===== src/logic/ret_rot_consts.vh =====
// Constants for the return and rotate execution block
`ifndef RET_ROT_CONSTS_VH
`define RET_ROT_CONSTS_VH
// Operation codes presented by the decoder
`define OP_W 3
`define OP_NOP 3'h0
`define OP_RET_SUB 3'h1
`define OP_RET_LIT 3'h2
`define OP_RET_INT 3'h3
`define OP_ROT_LEFT 3'h4
// Widths
`define DATA_W 8
`define PC_W 10
`define RADDR_W 6
`define LVL_W 3
`define STACK_DEPTH 8
// Reset values
`define PC_RST 10'h000
`define BYTE_RST 8'h00
`define LVL_RST 3'h0
`define RADDR_RST 6'h00
`define FLAG_RST 1'b0
// Flag value written when a flag is set
`define FLAG_SET 1'b1
// Increments
`define PC_STEP 10'h001
`define LVL_STEP 3'h1
// Execute states
`define ST_W 1
`define ST_EXEC 1'h0
`define ST_FLUSH 1'h1
// Bit positions
`define MSB 7
`endif


===== src/logic/rotate_left_unit.v =====
// Rotate left through carry datapath
`timescale 1ns/1ns
`include "ret_rot_consts.vh"
module rotate_left_unit (
  input wire [7:0] operand,
  input wire carry_in,
  output wire [7:0] result,
  output wire carry_out
);
  // Old bit 7 leaves into carry, old carry enters bit 0
  assign result = {operand[`MSB-1:0], carry_in};
  assign carry_out = operand[`MSB];
endmodule // rotate_left_unit


===== src/logic/return_and_rotate_exec.v =====
// Execution of no-op, return forms and rotate left through carry
`timescale 1ns/1ns
`include "ret_rot_consts.vh"
module return_and_rotate_exec (
  input wire mclk,
  input wire resetn,
  input wire instr_valid,
  input wire [2:0] op_code,
  input wire [7:0] literal,
  input wire [5:0] reg_addr,
  input wire dest_sel,
  input wire [7:0] reg_rdata,
  input wire push_en,
  input wire [9:0] push_addr,
  output reg [9:0] pc_reg,
  output reg [7:0] accumulator_reg,
  output reg carry_reg,
  output reg global_interrupt_enable_reg,
  output reg [2:0] stack_level_reg,
  output reg reg_we_reg,
  output reg [5:0] reg_waddr_reg,
  output reg [7:0] reg_wdata_reg,
  output reg discard_reg,
  output reg busy_reg
);
  // Hardware stack entries, indexed by level; level 0 is written only by reset or by a push at level 7
  reg [9:0] stack_mem [0:7];
  // Entry at the current level, the address every return form pops
  wire [9:0] stack_top;
  // Execute state: one cycle for most work, a second to flush after a return
  reg [0:0] state_reg;
  reg [0:0] state_next;
  // Program counter next value
  reg [9:0] pc_next;
  // Accumulator and carry next values
  reg [7:0] accumulator_next;
  reg carry_next;
  // Interrupt enable next value, only ever set here
  reg global_interrupt_enable_next;
  // Stack level next value
  reg [2:0] stack_level_next;
  // Register-file write strobe, address and data for the next cycle
  reg reg_we_next;
  reg [5:0] reg_waddr_next;
  reg [7:0] reg_wdata_next;
  // Drop request for the word fetched behind a return
  reg discard_next;
  // Rotator outputs
  wire [7:0] rot_result;
  wire rot_carry;
  // Loop index for stack reset
  integer i;

  // Counter increment helper
  function [9:0] pc_inc;
    input [9:0] pc;
    begin
      pc_inc = pc + `PC_STEP;
    end
  endfunction

  // Level after a pop; an empty stack wraps, as there is no underflow guard
  function [2:0] level_pop;
    input [2:0] level;
    begin
      level_pop = level - `LVL_STEP;
    end
  endfunction

  // Pop address, read straight from the entry at the current level
  assign stack_top = stack_mem[stack_level_reg];

  // Rotate datapath; the operand arrives from the register file in the
  // same cycle, so the result is ready for the edge that takes the request
  rotate_left_unit u_rotate_left_unit (
    .operand(reg_rdata),
    .carry_in(carry_reg),
    .result(rot_result),
    .carry_out(rot_carry)
  );

  // Next-state decode. Every next value starts from its register, so a
  // request that is not taken leaves the state as it stands; the write
  // strobe and the discard flag default low so that each pulses for one
  // cycle only.
  always @* begin
    state_next = state_reg;
    pc_next = pc_reg;
    accumulator_next = accumulator_reg;
    carry_next = carry_reg;
    global_interrupt_enable_next = global_interrupt_enable_reg;
    stack_level_next = stack_level_reg;
    reg_we_next = 1'b0;
    reg_waddr_next = reg_waddr_reg;
    reg_wdata_next = reg_wdata_reg;
    discard_next = 1'b0;
    case (state_reg)
      `ST_EXEC: begin
        if (push_en) begin
          // Call side pushes return address; it wins over a request
          stack_level_next = stack_level_reg + `LVL_STEP;
        end else if (instr_valid) begin
          // Decode the accepted request
          case (op_code)
            `OP_NOP: begin
              // Nothing but the counter moves
              pc_next = pc_inc(pc_reg);
            end
            `OP_RET_SUB: begin
              // Pop only; flags stay as they are
              pc_next = stack_top;
              stack_level_next = level_pop(stack_level_reg);
              state_next = `ST_FLUSH;
              discard_next = 1'b1;
            end
            `OP_RET_LIT: begin
              // Pop, load the immediate and enable interrupts
              accumulator_next = literal;
              global_interrupt_enable_next = `FLAG_SET;
              pc_next = stack_top;
              stack_level_next = level_pop(stack_level_reg);
              state_next = `ST_FLUSH;
              discard_next = 1'b1;
            end
            `OP_RET_INT: begin
              // Pop and enable interrupts
              global_interrupt_enable_next = `FLAG_SET;
              pc_next = stack_top;
              stack_level_next = level_pop(stack_level_reg);
              state_next = `ST_FLUSH;
              discard_next = 1'b1;
            end
            `OP_ROT_LEFT: begin
              // One-cycle rotate; carry is the only flag it touches
              carry_next = rot_carry;
              pc_next = pc_inc(pc_reg);
              if (dest_sel) begin
                // Write back into addressed register
                reg_we_next = 1'b1;
                reg_waddr_next = reg_addr;
                reg_wdata_next = rot_result;
              end else begin
                // Result goes to the accumulator
                accumulator_next = rot_result;
              end
            end
            default: begin
              // Other opcodes belong to other units
              pc_next = pc_reg;
            end
          endcase
        end
      end
      `ST_FLUSH: begin
        // Second cycle: fetched word is dropped; neither a request nor a
        // push is taken here, so the popped address and level stand
        discard_next = 1'b0;
        state_next = `ST_EXEC;
      end
      default: begin
        state_next = `ST_EXEC;
      end
    endcase
  end

  // Stack storage write on push. The new entry goes one above the current
  // level, so a pop reads it back at that level once the level has risen.
  // Pushes are not taken in the flush cycle, matching the level update.
  always @(posedge mclk) begin
    if (!resetn) begin
      // Clear every entry so a stray pop returns a known address
      for (i = 0; i < `STACK_DEPTH; i = i + 1) begin
        stack_mem[i] <= `PC_RST;
      end
    end else if (push_en && state_reg == `ST_EXEC) begin
      // Store the pushed return address
      stack_mem[stack_level_reg + `LVL_STEP] <= push_addr;
    end
  end

  // State registers; every output of the block is one of these
  always @(posedge mclk) begin
    if (!resetn) begin
      // Clear the architectural state
      state_reg <= `ST_EXEC;
      pc_reg <= `PC_RST;
      accumulator_reg <= `BYTE_RST;
      carry_reg <= `FLAG_RST;
      global_interrupt_enable_reg <= `FLAG_RST;
      stack_level_reg <= `LVL_RST;
      reg_we_reg <= `FLAG_RST;
      reg_waddr_reg <= `RADDR_RST;
      reg_wdata_reg <= `BYTE_RST;
      discard_reg <= `FLAG_RST;
      busy_reg <= `FLAG_RST;
    end else begin
      // Load the decoded next values
      state_reg <= state_next;
      pc_reg <= pc_next;
      accumulator_reg <= accumulator_next;
      carry_reg <= carry_next;
      global_interrupt_enable_reg <= global_interrupt_enable_next;
      stack_level_reg <= stack_level_next;
      reg_we_reg <= reg_we_next;
      reg_waddr_reg <= reg_waddr_next;
      reg_wdata_reg <= reg_wdata_next;
      discard_reg <= discard_next;
      // Busy marks the flush cycle that follows a return
      busy_reg <= (state_next == `ST_FLUSH);
    end
  end
endmodule // return_and_rotate_exec


===== config.mk =====
export PLATFORM = sky130hd
export DESIGN_NAME = return_and_rotate_exec
export DESIGN_NICKNAME = d
export VERILOG_FILES = /design/src/logic/rotate_left_unit.v /design/src/logic/return_and_rotate_exec.v
export VERILOG_INCLUDE_DIRS = /design/src /design/src/logic
export SDC_FILE = /design/constraint.sdc
export NUM_CORES = 1
export LEC_CHECK = 0
export ABC_AREA = 1
export CAP_MARGIN = 20
export CORE_UTILIZATION = 55
export CTS_CLUSTER_SIZE = 40
export DETAILED_ROUTE_END_ITERATION = 8
export DONT_BUFFER_PORTS = 1
export GPL_ROUTABILITY_DRIVEN = 0
export HOLD_SLACK_MARGIN = 0.15
export PLACE_DENSITY = 0.81
export SLEW_MARGIN = 15
export SYNTH_ARGS = -nofsm -noshare
export SYNTH_HDL_FRONTEND = slang
export SYNTH_SLANG_ARGS = --single-unit

===== constraint.sdc =====
create_clock -name mclk -period 2.4 [get_ports mclk]
set_clock_uncertainty 0.1 [all_clocks]
set_input_delay 0.48 -clock mclk [delete_from_list [all_inputs] [get_ports mclk]]
set_output_delay 0.48 -clock mclk [all_outputs]
set_load 0.1 [all_outputs]

; After elaboration in Yosys (flattened, before gate mapping)
; Memory sizes are Yosys's and may differ from the RTL's. A register that Yosys moved wholly into a read port is not among the register bits.
; Cells that the tools add are included.
[word_totals]
register_bits = 39
input_bits = 40
n_memories = 1
elab_cells = 60
ramBits = 80
out_inout_bits = 40
[mem_list]
columns = name, depth, width, rd, rd_ports_with_merged_regs, wr, line
row1 = stack_mem, 8, 10, 1, 1, 8, return_and_rotate_exec.v:27  ; reg [9:0] stack_mem [0:7];
[op_classes]
n_reduce_logical = 17
mux = 20
bitwise_logic = 5
n_addsub = 3
eq_ne = 5
[ops]
columns = op, n
row1 = $pmux 10 s2, 1
row2 = $mux 3, 6
row3 = $pmux 8 s2, 1
row4 = $reduce_and 4->1, 3
row5 = $add 10x1->10 const B, 1
row6 = $mux 10, 1
row7 = $reduce_and 5->1, 2
row8 = $reduce_or 10->1, 1
row9 = $mux 1, 9
row10 = $mux 8, 1
row11 = $reduce_bool 2->1, 4
row12 = $eq 3x2->1 const B, 2
row13 = $not 1->1, 5
row14 = $reduce_or 5->1, 1
row15 = $reduce_or 2->1, 2
row16 = $add 3x1->3 const B, 1
row17 = $eq 3x1->1 const B, 1
row18 = $eq 3x3->1 const B, 1
row19 = $logic_not 3->1, 1
row20 = $reduce_and 3->1, 1
row21 = $reduce_or 3->1, 1
row22 = $sub 3x1->3 const B, 1
row23 = $ne 2x2->1 const B, 1
row24 = $pmux 1 s2, 1
row25 = $logic_and 1x1->1, 1

; Depth between registers and ports, before layout
; Gate-level depths: netlist of the first run.
[logic_depth]
ltp_word = 7
ltp_mapped = 11
ltp_nobuf = 9

; Modules after synthesis
; Synthesis of the first run repeated with hierarchy kept, for this count alone.
[hier_totals]
hier_cells = 673
area_unflattened_um2 = 5741.8
[modules_own_cells]
columns = module, cells_each, area_per_inst_um2, instances, seq_area_each_um2
row1 = return_and_rotate_exec, 664, 5674.2, 1, 3243.1
row2 = rotate_left_unit, 9, 67.6, 1, 0.0

; Worst setup path after synthesis of the first run
; No wires, ideal clock.
[synth_timing]
path_kind = register to register
startpoint = reg stack_level_reg[0]
endpoint = mem stack_mem[7][0] (enable)
slack_ps = -237
path_buffers = 1
period_less_slack_ps = 2637
setup_ps = 340
t_required_ps = 1960
arrival_time_ps = 2197
stages_incl_launch_ff = 8
path_cell_list = dfxtp_1 inv_1 ha_1 inv_1 nor2_1 nand2_1 buf_2 nand2_1
[synth_rtl]
columns = item, line
row1 = start: declaration, return_and_rotate_exec.v:19  ; output reg [2:0] stack_level_reg,
row2 = start signal: assignment, return_and_rotate_exec.v:190  ; stack_level_reg <= `LVL_RST;
row3 = start signal: assignment, return_and_rotate_exec.v:203  ; stack_level_reg <= stack_level_next;
row4 = end: declaration, return_and_rotate_exec.v:27

; Worst setup path after layout of the first run
[layout_timing]
startpoint = reg state_reg
endpoint = reg accumulator_reg[3]
[layout_between]
elab_chain_cells = 2
[layout_lines]
columns = item, line
row1 = start: declaration, return_and_rotate_exec.v:31  ; reg [0:0] state_reg;
row2 = start signal: assignment, return_and_rotate_exec.v:185  ; state_reg <= `ST_EXEC;
row3 = start signal: assignment, return_and_rotate_exec.v:198  ; state_reg <= state_next;
row4 = $not 1->1 (no line), -
row5 = $reduce_and 5->1 (no line), -
row6 = end signal: assignment, return_and_rotate_exec.v:187  ; accumulator_reg <= `BYTE_RST;
row7 = end signal: assignment, return_and_rotate_exec.v:200  ; accumulator_reg <= accumulator_next;
row8 = end: declaration, return_and_rotate_exec.v:16  ; output reg [7:0] accumulator_reg,
; Every way passes these cells.
; A chain may end at the register's enable or synchronous reset.

==> results.sh, run 1 <==
export IMPL_status="completed"
export IMPL_final_util=0.713
export IMPL_fin_setup_tns_ns=0
export IMPL_rr_worst_depth=9
export IMPL_clk_pin_slew_ns=0.06
export IMPL_syn_cell_area_um2=5660
export IMPL_worstPathCellList="inv_2, nand3_4, nor2_1, nand2_1, nand2_2, inv_1, nor2_1, nor2_1, dlygate4sd3_1"
export IMPL_pre_cts_ws_ns=0.374
export IMPL_maxCapViolations=0
export IMPL_setup_viol=0
export IMPL_finalMaxSlewViolations=0
export IMPL_p_per_area_nw_per_um2=814
export IMPL_setup_worst_path_class="flip-flop to flip-flop"
export IMPL_n_antenna_cell=0
export IMPL_cts_max_path_buffers=2
export IMPL_synth_area_mux_share=0
export IMPL_endpoint_kind="flip-flop"
export IMPL_total_power_mw=5.73
export IMPL_hold_viol_final=0
export IMPL_worstPathRequired_ns=2.73
export IMPL_synth_cell_type_count=33
export IMPL_first_pass_iters=6
export IMPL_htreeDepth=4
export IMPL_mostFrequentLayoutCell="nor2_1"
export IMPL_instances_no_fill=886
export IMPL_setup_ws_ns=0.189
export IMPL_worstPathMaxFanout=9
export IMPL_p_sw_mw=1.67
export IMPL_slew_headroom=0.382
export IMPL_p_int_mw=4.06
export IMPL_antenna_found_initial=0
export IMPL_crit_top_cell="nor2_1"
export IMPL_clock_sinks=122
export IMPL_final_nets=783
export IMPL_startpoint_type="flip-flop"
export IMPL_power_frac_seq=0.422
export IMPL_mostFrequentLayoutCells="201 x nor2_1, 100 x nand2_1, 80 x edfxtp_1"
export IMPL_synth_area_leaders="edfxtp_1 42%, dfxtp_1 15%, nor2_1 13%, nand2_1 6.6%, o21ai_0 4.5%"
export IMPL_ant_nets=0
export IMPL_dp_hpwl_um=9510
export IMPL_period_needed_ns=2.21
export IMPL_yosysWarnings=0
export IMPL_wl_met3_um=1610
export IMPL_synth_top_cell_area_share=0.424
export IMPL_synthCells=659
export IMPL_clock_root_buffer="clkbuf_8"
export IMPL_max_freq_ghz=0.452
export IMPL_drive_gt1_frac=0.153
export IMPL_ioPinCount=80
export IMPL_wl_met1_um=5950
export IMPL_top_layer="met4"
export IMPL_synth_top_family_by_area="simple AND/OR/NAND/NOR gates"
export IMPL_wl_met2_um=8770
export IMPL_grt_start_max_net_pins=41
export IMPL_final_area_um2=7040
export IMPL_yosys_area_top_type="edfxtp_1"
export IMPL_port_buffers=0
export IMPL_rr_endpoint="accumulator_reg[3]$_SDFFE_PN0P_"
export IMPL_ff_latch_area_um2=3250
export IMPL_worstHoldEndpoint="pc_reg[7]$_SDFFE_PN0P_"
export IMPL_hold_slack_ns=0.178
export IMPL_core_region_area_um2=9860
export IMPL_crit_buf_inv=3
export IMPL_largest_register_ffs=80
export IMPL_syn_area_per_cell_um2=8.60
export IMPL_min_path_cells=5
export IMPL_track_usage=0.322
export IMPL_vdd_drop_max_v=0.000599
export IMPL_synthAdderAreaFrac=0.00663
export IMPL_regToRegSetupSlack_ns=0.19
export IMPL_max_stage_delay_ns=0.55
export IMPL_initialDrtViolationCount=632
export IMPL_critPathTopFamily="simple AND/OR/NAND/NOR gates"
export IMPL_p_leak_nw=3.15
export IMPL_die_x_um=103
export IMPL_hold_path_startpoint="op_code[0]"
export IMPL_yosys_register_bits=122
export IMPL_drc=0
export IMPL_synth_xor_area_share=0.00309
export IMPL_tightestPinTransition_ns=0.927
export IMPL_syn_num_nets=702
export IMPL_synth_compound_area_share=0.0833
export IMPL_vias=5226
export IMPL_synth_simple_area_share=0.272
export IMPL_swShare=0.291
export IMPL_place_area_um2=6050
export IMPL_r2r_start="state_reg$_SDFF_PP0_"
export IMPL_multi_input_comb_area_um2=2070
export IMPL_initial_core_util=0.574
export IMPL_grt_pass1_vias=4940
export IMPL_die_h_um=103
export IMPL_overflow=0
export IMPL_die_area_um2=10700
export IMPL_post_route_period_util=0.921
export IMPL_drt_total_wl_um=17100
export IMPL_grt_pass1_wl_um=24500
export IMPL_dp_cells=813
export IMPL_hp_class="primary input to flip-flop"
export IMPL_final_fill_count=629
export IMPL_rows=36
export IMPL_combinationalPowerShare=0.145
export IMPL_numCtsBuffers=17
export IMPL_cts_tree="yes"
export IMPL_clock_latency_ns=0.54
export IMPL_areaGrowthSynthToFinish_pct=24.3
export IMPL_rsz0062_at_grt="no"
export IMPL_routed_via_density=5.90
export IMPL_wl_per_cell_um=19.3
export IMPL_crit_slowest_cell="dlygate4sd3_1"
export IMPL_cp_arrival_ns=2.54
export IMPL_clkPwrFrac=0.433
export IMPL_ys_seq_area_frac=0.573
## timing repair
item,CTS,global route
resized for setup,0,3
setup endpoints to repair,0,2
setup buffers,0,5
endpoints found under the hold margin,39,0
hold buffers,36,0
## per-layer routing
layer	up-vias	global-route usage
li1	2299	-
met1	2449	0.371
met2	390	0.549
met3	88	0.0806
met4	0	0.184
met5	-	0
## how the worst max path moves through the flow
stage,from,endpoint,slack (ns),cells after the start
after global placement,stack_level_reg[0]$_SDFFE_PN0P_,stack_mem[2][3]$_SDFFCE_PN0P_,0.45,7
after detailed placement,stack_level_reg[0]$_SDFFE_PN0P_,stack_mem[2][5]$_SDFFCE_PN0P_,0.37,7
after CTS,state_reg$_SDFF_PP0_,reg_wdata_reg[5]$_SDFFE_PN0P_,0.03,9
final,state_reg$_SDFF_PP0_,accumulator_reg[3]$_SDFFE_PN0P_,0.19,9
after global routing,state_reg$_SDFF_PP0_,accumulator_reg[3]$_SDFFE_PN0P_,0.1,9
after floorplan,state_reg$_SDFF_PP0_,stack_mem[1][0]$_SDFFCE_PN0P_,0.03,6
## kinds of logic (layout without fill, tap and decap cells)
logic type,Yosys count,in the layout
adder cells (fa/ha/maj),3,3
AO/OA/AOI/OAI,88,88
buffers and inverters,80,174
AND/OR/NAND/NOR,364,364
flip-flops,122,122
XOR/XNOR,2,2
## cell type report
type | count | share of cell area
flip-flops and latches | 122 | 0.461
multi-input cells | 457 | 0.294
clock buffers | 19 | 0.0660
clock inverters | 13 | 0.0165
repair buffers | 92 | 0.112
well taps | 133 | 0.0236
inverters | 50 | 0.0274
## synth_stat cells
cell type and instances:
a21oi_1 17, a31oi_1 1, buf_12 1, or2_2 1, clkbuf_1 8, o21ai_1 14, inv_2 2, edfxtp_1 80
buf_6 1, nand3_4 1, o21ai_4 1, buf_2 15, nand2_8 1, o21bai_1 1, ha_1 3, nor2_2 9
a21oi_4 1, nand3_1 44, inv_4 2, clkinv_1 1, dfxtp_1 42, o21ai_0 51, xor2_1 2, nor2_1 201
nor4_1 1, buf_4 2, nor2_8 3, buf_1 3, inv_1 45, nand2_1 100, nand2_2 2, nand3_2 1
o21a_1 2
## power groups by stage
stage | logic, mW | registers (mW) | clock network (mW)
after detailed placement | 0.741 | 2.45 | 0
after global routing | 0.877 | 2.43 | 2.57
after CTS | 0.796 | 2.41 | 2.46
after floorplan | 0.391 | 2.61 | 0
final | 0.832 | 2.42 | 2.48
after global placement | 0.721 | 2.45 | 0
## worst min-delay path, stage by stage
cell     delay [ns]
nor2_8         0.04
nand3_1        0.07
nand3_1        0.08
nand2_1        0.06
inv_1          0.04
No activity file was read; power rests on OpenSTA's default activity.
==> run 2: changes to the inputs <==
CAP_MARGIN = 40   (was 20)
REMOVE_ABC_BUFFERS = 1   (was unset)
==> results.sh, run 2 (synthesized netlist as in run 1, its figures left out) <==
export IMPL_grt_pass1_wl_um=26000
export IMPL_final_fill_count=616
export IMPL_dp_cells=813
export IMPL_grt_pass1_vias=5045
export IMPL_setup_ws_ns=-0.0883
export IMPL_worstPathCellList="inv_1, nand3_4, nor2_8, nand2_2, nand2_4, o21ai_0, dlygate4sd3_1, nor2_1, dlygate4sd3_1"
export IMPL_clk_pin_slew_ns=0.06
export IMPL_cts_tree="yes"
export IMPL_max_stage_delay_ns=0.57
export IMPL_place_area_um2=6050
export IMPL_first_pass_iters=6
export IMPL_period_needed_ns=2.49
export IMPL_status="finished with violations"
export IMPL_crit_buf_inv=3
export IMPL_dp_hpwl_um=9720
export IMPL_rsz0062_at_grt="yes"
export IMPL_wl_per_cell_um=19.3
export IMPL_startpoint_type="flip-flop"
export IMPL_endpoint_kind="flip-flop"
export IMPL_n_antenna_cell=0
export IMPL_violations="negative setup slack"
export IMPL_core_region_area_um2=9860
export IMPL_initial_core_util=0.574
export IMPL_final_util=0.715
export IMPL_drive_gt1_frac=0.146
export IMPL_grt_start_max_net_pins=41
export IMPL_tightestPinTransition_ns=0.899
export IMPL_cts_setup_buffers=0
export IMPL_setup_viol=1
export IMPL_numCtsBuffers=17
export IMPL_mostFrequentLayoutCells="200 x nor2_1, 99 x nand2_1, 80 x edfxtp_1"
export IMPL_die_h_um=103
export IMPL_maxCapViolations=0
export IMPL_final_area_um2=7050
export IMPL_antenna_found_initial=0
export IMPL_clock_latency_ns=0.54
export IMPL_crit_slowest_cell="dlygate4sd3_1"
export IMPL_hp_class="primary input to flip-flop"
export IMPL_drc=0
export IMPL_ioPinCount=80
export IMPL_htreeDepth=4
export IMPL_cts_max_path_buffers=2
export IMPL_worstPathRequired_ns=2.78
export IMPL_crit_top_cell="dlygate4sd3_1"
export IMPL_rows=36
export IMPL_post_route_period_util=1.04
export IMPL_die_area_um2=10700
export IMPL_routed_via_density=5.82
export IMPL_p_per_area_nw_per_um2=848
export IMPL_clock_root_buffer="clkbuf_8"
export IMPL_final_nets=778
export IMPL_hold_viol_final=0
export IMPL_mostFrequentLayoutCell="nor2_1"
export IMPL_die_x_um=103
export IMPL_vias=5129
export IMPL_critPathTopFamily="buffers and inverters"
export IMPL_cp_arrival_ns=2.87
export IMPL_vdd_drop_max_v=0.000641
export IMPL_max_freq_ghz=0.402
export IMPL_overflow=0
export IMPL_track_usage=0.340
export IMPL_worstPathMaxFanout=9
export IMPL_ant_nets=0
export IMPL_finalMaxSlewViolations=0
export IMPL_initialDrtViolationCount=711
export IMPL_regToRegSetupSlack_ns=-0.09
export IMPL_areaGrowthSynthToFinish_pct=24.5
export IMPL_p_leak_nw=3.15
export IMPL_setup_worst_path_class="flip-flop to flip-flop"
export IMPL_clock_sinks=122
export IMPL_slew_headroom=0.401
export IMPL_instances_no_fill=881
export IMPL_port_buffers=0
export IMPL_drt_total_wl_um=17000
export IMPL_largest_register_ffs=80
## run 2: worst paths after layout
kind                           from                              end  cells past startpoint
min reg2reg  pc_reg[1]$_SDFFE_PN0P_           pc_reg[1]$_SDFFE_PN0P_                      2
min                      op_code[0]           pc_reg[9]$_SDFFE_PN0P_                      5
max            state_reg$_SDFF_PP0_  accumulator_reg[0]$_SDFFE_PN0P_                      9
max reg2reg    state_reg$_SDFF_PP0_  accumulator_reg[0]$_SDFFE_PN0P_                      9
## run 2: what timing repair did
item	4_1_cts	5_1_grt
hold buffers	36	0
hold endpoints to repair	37	0
endpoints found under the setup margin	0	2
resized for setup	0	4
## run 2: cell type report
type,instances,area (um^2),area share
clock buffer,18,428,0.0607
sequential,122,3240,0.460
multi-input combinational,457,2080,0.294
tap,133,166,0.0236
inverter,50,193,0.0273
timing repair buffer,87,746,0.106
clock inverter,14,201,0.0286
## run 2: routing by layer
layer / vias to the layer above / share of wire / track usage
li1: 2295 / - / -
met1: 2364 / 0.35 / 0.400
met2: 372 / 0.49 / 0.543
met3: 98 / 0.10 / 0.120
met4: 0 / 0.056 / 0.194
met5: - / 0 / 0
## run 2: per-stage QoR
| stage | setup TNS, ns | hold WS [ns] | setup slack (ns) | power [mW] |
|---|---|---|---|---|
| after floorplan | -106.68 | 0.459 | -0.750 | 2.98 |
| after global placement | 0 | 0.361 | 0.449 | 3.16 |
| after detailed placement | 0 | 0.386 | 0.371 | 3.19 |
| after CTS | 0 | 0.159 | 0.0168 | 5.93 |
| after global routing | -0.156 | 0.185 | -0.156 | 6.15 |
| final | -0.0883 | 0.182 | -0.0883 | 5.98 |
## run 2: power by group
part | internal [mW] | switching, mW
Sequential | 2.35 | 0.0481
Clock | 1.80 | 0.937
Combinational | 0.217 | 0.621
## run 2: worst reg2reg max path: cells and delay by family, from the launching register on
family	cells	cell delay [ns]
and+or+nand+nor	5	0.65
DFF	1	0.33
buffers and inverters	3	1.25
AOI/OAI and AO/OA	1	0.10
==> run 3: changes to the inputs <==
ABC_AREA = unset   (was 1)
CTS_CLUSTER_SIZE = unset   (was 40)
==> results.sh, run 3 <==
export IMPL_clock_root_buffer="clkbuf_8"
export IMPL_htreeDepth=4
export IMPL_areaGrowthSynthToFinish_pct=24.7
export IMPL_fin_setup_tns_ns=0
export IMPL_drt_total_wl_um=14600
export IMPL_initial_core_util=0.569
export IMPL_die_area_um2=10600
export IMPL_largest_register_ffs=80
export IMPL_finalMaxSlewViolations=0
export IMPL_synthFlopType="edfxtp_1"
export IMPL_hold_path_startpoint="op_code[0]"
export IMPL_tightestPinTransition_ns=0.664
export IMPL_drc=0
export IMPL_vias=4129
export IMPL_ys_seq_area_frac=0.580
export IMPL_synth_edff_count=80
export IMPL_wl_met2_um=7540
export IMPL_antenna_found_initial=0
export IMPL_core_region_area_um2=9820
export IMPL_first_pass_iters=5
export IMPL_p_leak_nw=2.61
export IMPL_critPathTopFamily="simple AND/OR/NAND/NOR gates"
export IMPL_synth_cell_type_count=47
export IMPL_worstPathMaxFanout=10
export IMPL_ff_latch_area_um2=3240
export IMPL_min_path_cells=3
export IMPL_drive_gt1_frac=0.228
export IMPL_worstPathRequired_ns=2.47
export IMPL_routed_via_density=5.92
export IMPL_track_usage=0.293
export IMPL_grt_start_max_net_pins=21
export IMPL_multi_input_comb_area_um2=2170
export IMPL_cts_max_path_buffers=2
export IMPL_setup_viol=0
export IMPL_n_antenna_cell=0
export IMPL_numCtsBuffers=17
export IMPL_status="completed"
export IMPL_period_needed_ns=2.29
export IMPL_yosysWarnings=0
export IMPL_crit_slowest_cell="nand2b_1"
export IMPL_synth_area_leaders="edfxtp_1 43%, dfxtp_1 15%, and2_1 9.1%, mux4_2 6.9%, nand2_1 3.0%"
export IMPL_cts_setup_buffers=0
export IMPL_wl_per_cell_um=20.9
export IMPL_yosys_area_top_type="edfxtp_1"
export IMPL_synthCells=464
export IMPL_slew_headroom=0.556
export IMPL_cts_tree="yes"
export IMPL_wl_met3_um=1420
export IMPL_p_per_area_nw_per_um2=773
export IMPL_wl_met1_um=5320
export IMPL_instances_no_fill=698
export IMPL_dp_cells=629
export IMPL_overflow=0
export IMPL_dp_hpwl_um=9230
export IMPL_max_freq_ghz=0.436
export IMPL_maxCapViolations=0
export IMPL_synth_most_common_cell="and2_1"
export IMPL_worstHoldEndpoint="accumulator_reg[0]$_SDFFE_PN0P_"
export IMPL_setup_ws_ns=0.109
export IMPL_die_x_um=103
export IMPL_die_h_um=103
export IMPL_port_buffers=0
export IMPL_hold_viol_final=0
export IMPL_rr_worst_depth=5
export IMPL_top_layer="met4"
export IMPL_syn_area_per_cell_um2=12.0
export IMPL_post_route_period_util=0.955
export IMPL_grt_pass1_wl_um=22000
export IMPL_clock_latency_ns=0.53
export IMPL_place_area_um2=6070
export IMPL_rows=36
export IMPL_grt_pass1_vias=4214
export IMPL_initialDrtViolationCount=345
export IMPL_mostFrequentLayoutCell="and2_1"
export IMPL_clock_sinks=122
export IMPL_crit_buf_inv=1
export IMPL_final_nets=595
export IMPL_setup_worst_path_class="flip-flop to flip-flop"
export IMPL_mostFrequentLayoutCells="81 x and2_1, 80 x edfxtp_1, 61 x buf_4"
export IMPL_ant_nets=0
export IMPL_regToRegSetupSlack_ns=0.11
export IMPL_hp_class="primary input to flip-flop"
export IMPL_synth_commonest_cells="81 x and2_1, 80 x edfxtp_1, 45 x nand2_1, 42 x dfxtp_1, 24 x a21oi_1"
export IMPL_pre_cts_ws_ns=0.142
export IMPL_synthArstFlopShare=0
export IMPL_rr_endpoint="stack_mem[6][5]$_SDFFCE_PN0P_"
export IMPL_r2r_start="stack_level_reg[0]$_SDFFE_PN0P_"
export IMPL_final_fill_count=657
export IMPL_max_stage_delay_ns=0.52
export IMPL_worstPathCellList="inv_1, ha_1, nand4b_1, nor3_1, nand2b_1"
export IMPL_yosys_register_bits=122
export IMPL_syn_cell_area_um2=5590
export IMPL_clk_pin_slew_ns=0.06
export IMPL_synth_top_cell_area_share=0.430
export IMPL_ioPinCount=80
export IMPL_final_area_um2=6970
export IMPL_startpoint_type="flip-flop"
export IMPL_cp_arrival_ns=2.36
export IMPL_vdd_drop_max_v=0.000449
export IMPL_endpoint_kind="flip-flop"
run 3: cell types whose count changed after synthesis, sizes merged, moves of 10 or more:
cell    change
mux4       +17
nand2      -58
and2       +81
nand3      -37
o21ai      -54
inv        -39
a211oi     +10
mux2i      +16
buf        -10
nor2      -196
run 3: metal layers:
metal,vias up,GRT usage
met5,-,0
met3,33,0.0915
li1,1863,-
met1,2000,0.330
met4,0,0.109
met2,233,0.521
run 3: cell families after synthesis:
family                     count (synthesis)  synth area share
muxes                                     40             0.111
buffers and inverters                     39            0.0343
xor gates and xnor gates                   3           0.00470
adders and majority gates                  3           0.00672
and+or+nand+nor                          190             0.187
DFF                                      122             0.580
AOI/OAI and AO/OA                         67            0.0759
run 3: how the worst max path moves through the flow:
| stage | end | from | slack [ns] | cells past startpoint |
|---|---|---|---|---|
| 6_report | stack_mem[6][5]$_SDFFCE_PN0P_ | stack_level_reg[0]$_SDFFE_PN0P_ | 0.11 | 5 |
| 5_1_grt | stack_mem[6][5]$_SDFFCE_PN0P_ | stack_level_reg[0]$_SDFFE_PN0P_ | -0.05 | 5 |
| 4_1_cts | stack_mem[4][2]$_SDFFCE_PN0P_ | stack_level_reg[0]$_SDFFE_PN0P_ | 0.08 | 6 |
| 3_5_place_dp | stack_mem[4][3]$_SDFFCE_PN0P_ | stack_level_reg[0]$_SDFFE_PN0P_ | 0.14 | 6 |
| 3_3_place_gp | stack_mem[4][2]$_SDFFCE_PN0P_ | stack_level_reg[0]$_SDFFE_PN0P_ | 0.24 | 6 |
| 2_1_floorplan | stack_mem[0][0]$_SDFFCE_PN0P_ | stack_level_reg[0]$_SDFFE_PN0P_ | -0.92 | 5 |
run 3: worst reg2reg max path: cells and delay by family (launching register included):
kind | cells | cell delay, ns
adders and majority gates | 1 | 0.34
buffers and inverters | 1 | 0.11
DFF | 1 | 0.36
and+or+nand+nor | 3 | 1.01
run 3: per-stage QoR:
step | hold WS (ns) | power, mW | util
6_report | 0.192 | 5.39 | 0.710
5_1_grt | 0.187 | 5.54 | 0.710
4_1_cts | 0.157 | 5.38 | 0.709
3_5_place_dp | 0.347 | 3.07 | 0.618
3_3_place_gp | 0.341 | 3.05 | 0.618
2_1_floorplan | 0.510 | 2.88 | -
run 3: where the power goes:
| group | internal (mW) | switching, mW | total (mW) |
|---|---|---|---|
| combinational | 0.265 | 0.448 | 0.713 |
| sequential | 2.34 | 0.0591 | 2.40 |
| clock | 1.28 | 0.990 | 2.27 |
run 3: area by class of cell:
cell class | instances | share of cell area
clock buffer | 17 | 0.0594
inverter | 10 | 0.00539
clock inverter | 15 | 0.0160
sequential | 122 | 0.466
tap | 133 | 0.0239
multi-input combinational | 303 | 0.311
timing repair buffer | 98 | 0.119
run 3: repair_timing:
item / CTS / global route
gates resized for setup: 0 / 3
hold endpoints to repair: 107 / 0
endpoints found under the setup margin: 0 / 30
hold buffers: 37 / 0
